<file path="src/rtl/sli_defs.vh">
// Constants for the status LED and mode indicator block.
// Assumes a 50 MHz core clock; included by the indicator module.
// Notes on behaviour
// - Measure mode with no host attached shows steady green.
// - Reset mode shows steady red, device not ready to measure.
// - Overload flashes red alternating with the backing colour.
// - Flash backing colour is green without host, blue with host.
// - Factory network address flashes green and blue alternately.
// - Measure mode with host connected shows steady blue.
// - Active auto scaling flashes yellow at 1 Hz.
// - Bootloader ready flashes white at 2 Hz; host starts update within ten seconds.
// - Bootloader waiting flashes red at 1 Hz; host starts update within ten seconds.
// - Identify cycles blue, yellow, red, green stepping every 250 ms.
// - Control input low keeps measure mode; high selects reset mode.
// - Reset control forces amplifier output to zero regardless of sensor load.
// - LED and ready settle after 375 ms, or 13 s if auto scale active at start; mode and zero follow the control at once.
`ifndef SLI_DEFS_VH
`define SLI_DEFS_VH

// ==========================================
// Timing
// ==========================================
`define SLI_CLK_HZ 50000000
`define SLI_DIV_1HZ 2
`define SLI_DIV_2HZ 4
`define SLI_HALF_1HZ (`SLI_CLK_HZ / `SLI_DIV_1HZ)
`define SLI_HALF_2HZ (`SLI_CLK_HZ / `SLI_DIV_2HZ)
`define SLI_STARTUP_MS 375
`define SLI_STARTUP_LONG_MS 13000
`define SLI_CLK_PER_MS (`SLI_CLK_HZ / 1000)

// ==========================================
// Colour codes {red, green, blue}
// ==========================================
`define SLI_OFF 3'h0
`define SLI_BLUE 3'h1
`define SLI_GREEN 3'h2
`define SLI_RED 3'h4
`define SLI_YELLOW 3'h6
`define SLI_WHITE 3'h7

// ==========================================
// Identify step codes
// ==========================================
`define SLI_ID_BLUE 2'h0
`define SLI_ID_YELLOW 2'h1
`define SLI_ID_RED 2'h2
`define SLI_ID_GREEN 2'h3

`endif

</file>
<file path="src/rtl/sli_status_led.v">
// Status LED pattern generator and reset/measure mode selection.
// Assumes condition inputs synchronous to i_core_clk and active high.
`timescale 1ns/1ps
`include "sli_defs.vh"

module sli_status_led #(
	parameter CLK_HZ = `SLI_CLK_HZ,
	parameter HALF_1HZ = CLK_HZ / `SLI_DIV_1HZ,
	parameter HALF_2HZ = CLK_HZ / `SLI_DIV_2HZ,
	parameter STARTUP_CYC = `SLI_STARTUP_MS * `SLI_CLK_PER_MS,
	parameter STARTUP_LONG_CYC = `SLI_STARTUP_LONG_MS * `SLI_CLK_PER_MS
) (
	// Clock and reset
	input wire i_core_clk,
	input wire i_reset,
	// Operating conditions
	input wire i_reset_measure,
	input wire i_overload,
	input wire i_host_present,
	input wire i_factory_ip,
	input wire i_auto_scale_request,
	input wire i_boot_ready,
	input wire i_boot_waiting,
	input wire i_identify,
	// Indicator and mode outputs
	output reg [2:0] o_led_rgb,
	output reg o_reset_mode,
	output reg o_zero_output,
	output reg o_ready
);

	// ==========================================
	// Startup state machine
	// ==========================================
	localparam ST_INIT = 3'h1;
	localparam ST_WAIT = 3'h2;
	localparam ST_RUN = 3'h4;

	// Sequencer, divider and pattern state
	reg [2:0] state;
	reg [31:0] start_cnt;
	reg [31:0] start_len;
	reg [31:0] cnt_1hz;
	reg [31:0] cnt_2hz;
	reg ph_1hz;
	reg ph_2hz;
	reg [1:0] id_step;
	reg [2:0] next_led;
	wire [2:0] backing;
	wire [2:0] id_colour;
	wire tick_1hz;
	wire tick_2hz;

	// ==========================================
	// Helper functions
	// ==========================================
	// Half period counter wrap test
	function at_end;
		input [31:0] cnt;
		input [31:0] lim;
		begin
			at_end = (cnt >= lim - 32'd1);
		end
	endfunction

	// Flash pick: lit colour in phase one, backing in phase zero
	function [2:0] flash_pick;
		input phase;
		input [2:0] lit;
		input [2:0] back;
		begin
			flash_pick = phase ? lit : back;
		end
	endfunction

	// Identify sequence colour for a step index
	function [2:0] id_colour_of;
		input [1:0] step;
		begin
			case (step)
				`SLI_ID_BLUE: id_colour_of = `SLI_BLUE;
				`SLI_ID_YELLOW: id_colour_of = `SLI_YELLOW;
				`SLI_ID_RED: id_colour_of = `SLI_RED;
				default: id_colour_of = `SLI_GREEN;
			endcase
		end
	endfunction

	// ==========================================
	// Startup timer
	// ==========================================
	// Startup length caught after reset release
	// Picked once, so later changes of the scaling input do not stretch it
	always @(posedge i_core_clk or posedge i_reset) begin
		if (i_reset) begin
			state <= ST_INIT;
			start_cnt <= 32'h0000_0000;
			start_len <= 32'h0000_0000;
		end else begin
			case (state)
				ST_INIT: begin
					start_len <= i_auto_scale_request ? STARTUP_LONG_CYC : STARTUP_CYC;
					start_cnt <= 32'h0000_0000;
					state <= ST_WAIT;
				end
				ST_WAIT: begin
					if (at_end(start_cnt, start_len))
						state <= ST_RUN;
					else
						start_cnt <= start_cnt + 32'd1;
				end
				ST_RUN: state <= ST_RUN;
				default: state <= ST_INIT;
			endcase
		end
	end

	// ==========================================
	// Flash rate dividers
	// ==========================================
	// One-cycle enables at each half period end
	assign tick_1hz = at_end(cnt_1hz, HALF_1HZ);
	assign tick_2hz = at_end(cnt_2hz, HALF_2HZ);

	// Slow half period counter
	always @(posedge i_core_clk or posedge i_reset) begin
		if (i_reset)
			cnt_1hz <= 32'h0000_0000;
		else if (tick_1hz)
			cnt_1hz <= 32'h0000_0000;
		else
			cnt_1hz <= cnt_1hz + 32'h0000_0001;
	end

	// Fast half period counter
	always @(posedge i_core_clk or posedge i_reset) begin
		if (i_reset)
			cnt_2hz <= 32'h0000_0000;
		else if (tick_2hz)
			cnt_2hz <= 32'h0000_0000;
		else
			cnt_2hz <= cnt_2hz + 32'h0000_0001;
	end

	// Flash phases toggle on their enables
	// Free running, so a new flash may start mid period
	always @(posedge i_core_clk or posedge i_reset) begin
		if (i_reset) begin
			ph_1hz <= 1'h0;
			ph_2hz <= 1'h0;
		end else begin
			if (tick_1hz)
				ph_1hz <= ~ph_1hz;
			if (tick_2hz)
				ph_2hz <= ~ph_2hz;
		end
	end

	// Identify step advances at the fast rate
	// Parking on blue makes every identify request start the same order
	always @(posedge i_core_clk or posedge i_reset) begin
		if (i_reset)
			id_step <= `SLI_ID_BLUE;
		else if (tick_2hz)
			id_step <= i_identify ? id_step + 2'h1 : `SLI_ID_BLUE;
	end

	// Backing colour for flash patterns
	assign backing = i_host_present ? `SLI_BLUE : `SLI_GREEN;

	// Identify colour for the current step
	assign id_colour = id_colour_of(id_step);

	// ==========================================
	// Pattern selection by fixed priority
	// ==========================================
	// Higher entries win; steady measure colours sit at the bottom, steady reset red sits above address and scaling
	// The LED stays dark until the startup timer expires
	always @* begin
		next_led = `SLI_OFF;
		if (state != ST_RUN)
			next_led = `SLI_OFF;
		else if (i_boot_waiting)
			next_led = flash_pick(ph_1hz, `SLI_RED, backing);
		else if (i_boot_ready)
			next_led = flash_pick(ph_2hz, `SLI_WHITE, backing);
		else if (i_identify)
			next_led = id_colour;
		else if (i_overload)
			next_led = flash_pick(ph_2hz, `SLI_RED, backing);
		else if (i_reset_measure)
			next_led = `SLI_RED;
		else if (i_factory_ip)
			next_led = flash_pick(ph_2hz, `SLI_GREEN, `SLI_BLUE);
		else if (i_auto_scale_request)
			next_led = flash_pick(ph_1hz, `SLI_YELLOW, backing);
		else if (i_host_present)
			next_led = `SLI_BLUE;
		else
			next_led = `SLI_GREEN;
	end

	// ==========================================
	// Output registers
	// ==========================================
	// LED drive register
	always @(posedge i_core_clk or posedge i_reset) begin
		if (i_reset)
			o_led_rgb <= `SLI_OFF;
		else
			o_led_rgb <= next_led;
	end

	// Mode, zero and ready registers
	always @(posedge i_core_clk or posedge i_reset) begin
		if (i_reset) begin
			o_reset_mode <= 1'h0;
			o_zero_output <= 1'h0;
			o_ready <= 1'h0;
		end else begin
			o_reset_mode <= i_reset_measure;
			o_zero_output <= i_reset_measure;
			o_ready <= (state == ST_RUN) && !i_reset_measure;
		end
	end

endmodule // sli_status_led

</file>
<file path="config.mk">
export PLATFORM = sky130hd
export DESIGN_NAME = sli_status_led
export DESIGN_NICKNAME = d
export VERILOG_FILES = /design/src/rtl/sli_status_led.v
export VERILOG_INCLUDE_DIRS = /design/src /design/src/rtl
export SDC_FILE = /design/constraint.sdc
export NUM_CORES = 1
export LEC_CHECK = 0
export ABC_AREA = 1
export BUFFER_PORTS_ARGS = -buffer_cell sky130_fd_sc_hd__buf_4
export CAP_MARGIN = 20
export CORE_UTILIZATION = 57
export CTS_BUF_LIST = sky130_fd_sc_hd__clkbuf_16
export DETAILED_ROUTE_END_ITERATION = 12
export HOLD_SLACK_MARGIN = 0.06
export PLACE_DENSITY = 0.73
export SETUP_SLACK_MARGIN = 0.15
export SLEW_MARGIN = 0
export SYNTH_ARGS = -nofsm -noshare
export SYNTH_HDL_FRONTEND = slang
export SYNTH_SLANG_ARGS = --single-unit
</file>
<file path="constraint.sdc">
create_clock -name i_core_clk -period 9.7 [get_ports i_core_clk]
set_input_delay 0.485 -clock i_core_clk [delete_from_list [all_inputs] [get_ports i_core_clk]]
set_output_delay 0.485 -clock i_core_clk [all_outputs]
set_load 0.03 [all_outputs]
</file>
**Word level (Yosys, flattened, before mapping)**

Index checks and enable logic that the tools add are counted.
Widths: inputs -> output; s select.

- Register bits: 140
- Latch bits: 0
- Bits in writable memories: 0
- ROM bits: 0
- Input port bits: 10
- Output and inout bits: 6
- Word-level logic and storage cells: 57
- Memories kept: 0

- Add/sub/neg operators: 5
- $mul: 0
- Div/mod/pow operators: 0
- Magnitude comparators: 3
- Equality and inequality tests: 8
- Shift operators: 0
- Multiplexer cells: 23
- Bitwise logic cells: 2
- Reduce and logical (&&, ||, !) cells: 5

Operators by type and width:

| operator | number |
|---|---|
| $add 32x1->32 const B | 3 |
| $mux 32 | 3 |
| $pmux 32 s2 | 1 |
| $mux 3 | 13 |
| $ge 32x24->1 const B | 1 |
| $ge 32x25->1 const B | 1 |
| $ge 32x32->1 | 1 |
| $sub 32x1->32 const B | 1 |
| $mux 30 | 1 |
| $pmux 3 s3 | 2 |
| $mux 2 | 3 |
| $ne 2x2->1 const B | 2 |
| $eq 3x1->1 const B | 1 |
| $eq 3x2->1 const B | 1 |
| $eq 3x3->1 const B | 1 |
| $ne 3x3->1 const B | 1 |
| $add 2x1->2 const B | 1 |
| $eq 2x1->1 const B | 1 |
| $eq 2x2->1 const B | 1 |
| $logic_not 2->1 | 1 |
| $not 1->1 | 2 |
| $reduce_and 2->1 | 1 |
| $reduce_bool 2->1 | 1 |
| $logic_and 1x1->1 | 1 |
| $logic_not 1->1 | 1 |

**Longest topological paths before layout**

- Depth after elaboration: 10
- Gate-level depth with buffers: 22
- Depth with buffers taken out: 20

**Worst setup path after synthesis**

No wires, ideal clock.

- Path kind: register to register
- From: register start_len[26]
- To: register start_cnt[0]
- Library setup time: 118 ps
- Data arrival time: 2506 ps
- Data required time: 9582 ps
- Path slack: 7076 ps
- Cell stages (with the launch flop): 21
- Buffers on the path: 2
- Clock period less this slack: 2624 ps
- Path through: dfrtp_1 -> buf_2 -> inv_1 -> ha_1 -> inv_1 -> nor2_1 -> o21ai_0 -> nand2_1 -> inv_1 -> ha_1 -> nand2_1 -> inv_1 -> nand2_1 -> nand2_1 -> nand2_1 -> nand2_1 -> a21oi_4 -> nand2_4 -> buf_4 -> nand3_1 -> nand2_1

- Longest elaborated chain between the ends: 4

RTL lines:

| item | RTL line | source |
|---|---|---|
| start, declared | sli_status_led.v:42 | `reg [31:0] start_len;` |
| start signal, assigned | sli_status_led.v:102 | `start_len <= i_auto_scale_request ? STARTUP_LONG_CYC : STARTUP_CYC;` |
| $sub 32x1->32 | sli_status_led.v:62 | `at_end = (cnt >= lim - 32'd1);` |
| $ge 32x32->1 | sli_status_led.v:62 |  |
| $ne 2x2->1 (no line) | n/a |  |
| $reduce_and 2->1 (no line) | n/a |  |
| end signal, assigned | sli_status_led.v:110 | `start_cnt <= start_cnt + 32'd1;` |
| end, declared | sli_status_led.v:41 | `reg [31:0] start_cnt;` |

Every way passes these cells.
A chain may end at the register's enable or synchronous reset.

**Worst setup path in the final report**

- From: register start_len[24]
- To: register start_cnt[12]

Same word-level chain as after synthesis.

==> metrics.log <==
INFO  metric core = 11420 µm²
INFO  metric final_cells = 1068
INFO  metric final-max-slew-violation-count = 0
INFO  metric max_slew.worst_pin.slew = 0.8255 ns
INFO  metric finalSetupTns = 0 ns
INFO  metric cellPowerDensity = 120.9 nW/µm²
INFO  metric routed_wire_length_per_instance = 13.76 µm
INFO  metric floorplan.initialDensity = 58.60%
INFO  metric gpl_congestion = 0.9198
INFO  metric r2r.worst_path.cells = 19
INFO  metric required = 9.99 ns
INFO  metric timing.slew.headroom = 44.97%
INFO  metric detailroute.via_count = 5709
INFO  metric cts_inserted_buffers = 9
INFO  metric clock_insertion_delay_worst_skew = 0.35 ns
INFO  metric status = complete, no violations
INFO  metric detailedRoute.firstPassIterationCount = 5
INFO  metric grt_overflow = 0
INFO  metric setup.worst_path.end_class = flip-flop
INFO  metric post-dp-hpwl = 11110 µm
INFO  metric mostFrequentLayoutCell = nand2_1
INFO  metric timing.max_cap.violations = 0
INFO  metric yosys.area.top_type_share = 41.14%
INFO  metric cts_hold_buf = 0
INFO  metric min_period_over_period = 34.89%
INFO  metric maximum_number_of_pins_on_one_net_before_global_route_repair = 67
INFO  metric grt_util_all_layers = 26.62%
INFO  metric ys.warnings.count = 0
INFO  metric routed_wl = 14700 µm
INFO  metric clkTransAtPathRegs = 0.08 ns
INFO  metric dpl-instance-area = 6935 µm²
INFO  metric fill_cells = 1024
INFO  metric drive_above_1_share = 5.838%
INFO  metric synth_area_per_cell = 7.485 µm²
INFO  metric p_total = 873.5 µW
INFO  metric stdcell_area = 7223 µm²
INFO  metric cts_setup_buffers = 0
INFO  metric design.portCount = 16
INFO  metric timing.final.hold_violations = 0
INFO  metric timing_worst_setup_path_type = flip-flop to flip-flop
INFO  metric number_of_global_route_vias_before_repair = 5348
INFO  metric critical_path.reg2reg.endpoint = start_cnt[12]$_DFFE_PP0P_
INFO  metric maximum_clock_rate = 295.5 MHz
INFO  metric period_minus_slack = 3.384 ns
INFO  metric synth_sequential_area_ratio = 41.53%
INFO  metric cts_num_sinks = 111
INFO  metric antenna_found_initial = 0
INFO  metric placed_cell_count = 1052
INFO  metric critical_path.startpoint_type = flip-flop
INFO  metric clock_path_buffers = 2
INFO  metric area_growth = 7.947%
INFO  metric yosys-top-cells-area = dfrtp_1, nand2_1, nor2_1, ha_1, inv_1
INFO  metric leakagePower = 3.555 nW
INFO  metric ant_nets_after_route = 0
INFO  metric design.die.area = 12180 µm²
INFO  metric cts_root_buf = clkbuf_16
INFO  metric syn-cell-area = 6691 µm²
INFO  metric layout.nets = 964
INFO  metric min-delay-path-class = input port to asynchronous set/reset pin
INFO  metric rsz0062_at_grt = false
INFO  metric cts.repair.resized = 0
INFO  metric die_height = 110.4 µm
INFO  metric crit-reg2reg-launch = start_len[24]$_DFFE_PP0P_
INFO  metric antenna_cells_inserted = 0
INFO  metric horizontal_die_dimension = 110.4 µm
INFO  metric setup-violations-final = 0
INFO  metric quantity_of_i_o_buffers_inserted_on_ports = 15
INFO  metric r2r_setup_slack = 6.32 ns
INFO  metric layout.core_utilization = 63.26%
INFO  metric grt_pass1_wl = 24850 µm
INFO  metric synth_cells = 894
INFO  metric remaining_drc_errors = 0
INFO  metric clock-skew-final = 0.004275 ns
INFO  metric cts.htree.levels = 3
INFO  metric post_synth_num_cell_types = 41
INFO  metric mostFrequentLayoutCells = nand2_1, nor2_1, dfrtp_1
INFO  metric dr.first_iter.drc_count = 366
INFO  metric path_max_fanout = 34
INFO  metric cts_tree = yes
INFO  metric synth_top_cell_by_area = dfrtp_1
INFO  metric worst_ep_arrival_time = 3.68 ns
INFO  metric number_of_storage_elements_in_the_synthesis_netlist = 111
INFO  metric maximum_resistive_drop_on_vdd = 0.1296 mV
INFO  metric avgViaCountPerCell = 5.346
INFO  metric rows = 39
## cells in the mapped netlist
| library cell | number |
|---|---|
| nand2_1 | 249 |
| nor2_1 | 147 |
| dfrtp_1 | 110 |
| inv_1 | 96 |
| nand3_1 | 64 |
| ha_1 | 34 |
| nor3_1 | 32 |
| xor2_1 | 30 |
| o21ai_0 | 21 |
| nand4_1 | 20 |
| a21oi_1 | 19 |
| xnor2_1 | 15 |
| buf_4 | 6 |
| a31oi_1 | 5 |
| buf_6 | 4 |
| clkbuf_1 | 4 |
| a21o_1 | 3 |
| nand2_2 | 3 |
| nand3_2 | 3 |
| a21oi_2 | 2 |
| inv_2 | 2 |
| nand2_4 | 2 |
| nor2_4 | 2 |
| nor3_4 | 2 |
| nor4_1 | 2 |
| o21a_1 | 2 |
| a21boi_0 | 1 |
| a21oi_4 | 1 |
| and2_1 | 1 |
| buf_2 | 1 |
| conb_1 | 1 |
| dfstp_2 | 1 |
| inv_4 | 1 |
| nand3b_1 | 1 |
| nor2_2 | 1 |
| nor3_2 | 1 |
| nor3b_1 | 1 |
| o21ai_1 | 1 |
| o21bai_1 | 1 |
| o31ai_1 | 1 |
| or2_2 | 1 |
## per-layer routing
layer | up-vias | track usage, % | wire [µm]
met5 | - | 0 | 0
met4 | 0 | 7.049 | 176
met3 | 18 | 5.350 | 972
met2 | 157 | 41.35 | 6550
met1 | 2648 | 37.89 | 6996
li1 | 2886 | - | -
## worst max-delay path, cell delays in order (launching register included)
cell	delay, ns
dfrtp_1	0.47
inv_1	0.17
ha_1	0.25
inv_1	0.07
nor2_1	0.30
o21ai_0	0.25
nand2_1	0.10
inv_1	0.05
ha_1	0.26
nand2_1	0.08
inv_1	0.05
nand2_1	0.05
nand2_1	0.05
nand2_1	0.05
nand2_1	0.09
a21oi_4	0.24
nand2_4	0.28
inv_4	0.31
nand2_1	0.11
nand2_1	0.09
## state kept, by name, indices dropped and copies added (netlist names), 2 cells and up
register / count
cnt_1hz: 32
cnt_2hz: 32
start_cnt: 32
o_led_rgb: 3
start_len: 3
state: 3
id_step: 2
## worst max-delay path by stage
stage | from | endpoint | slack, ns | cells past startpoint
finish | start_len[24]$_DFFE_PP0P_ | start_cnt[12]$_DFFE_PP0P_ | 6.32 | 19
global route | start_len[24]$_DFFE_PP0P_ | start_cnt[4]$_DFFE_PP0P_ | 5.98 | 19
CTS | start_len[24]$_DFFE_PP0P_ | start_cnt[12]$_DFFE_PP0P_ | 6.36 | 19
detailed placement | start_len[24]$_DFFE_PP0P_ | start_cnt[7]$_DFFE_PP0P_ | 6.38 | 19
global placement | start_len[24]$_DFFE_PP0P_ | start_cnt[12]$_DFFE_PP0P_ | 6.41 | 19
floorplan | i_reset | cnt_1hz[0]$_DFF_PP0_ | 6.29 | 1
## through the flow
step	setup slack [ns]	hold WS, ns
floorplan	6.286	0.4312
global placement	6.410	0.4461
detailed placement	6.379	0.4514
CTS	6.359	0.2156
global route	5.976	0.2590
finish	6.316	0.1995
## layout make-up
class	instances	area, µm²	area share (%)
inverter	99	376.6	5.214
clock buffer	9	225.2	3.118
sequential	111	2779	38.47
multi-input combinational	683	3481	48.19
clock inverter	7	62.56	0.8661
tap	143	178.9	2.477
timing repair buffer	16	120.1	1.663
## where the power goes
group | total [mW] | switching [mW] | internal, mW
Clock | 0.364 | 0.183 | 0.180
Sequential | 0.473 | 0.00432 | 0.468
Combinational | 0.0369 | 0.0256 | 0.0113
Total | 0.873 | 0.213 | 0.660
## kinds of logic (layout without fill, tap and decap cells)
family	after synthesis	count (layout)	share of synthesized area, %
and+or+nand+nor	532	532	33.99
buffers and inverters	114	131	7.236
DFF	111	111	41.53
AOI/OAI and AO/OA	57	57	4.936
xor gates and xnor gates	45	45	5.890
adders and majority gates	34	34	6.358
other	1	15	0.05604
No activity file was read; power rests on OpenSTA's default activity.
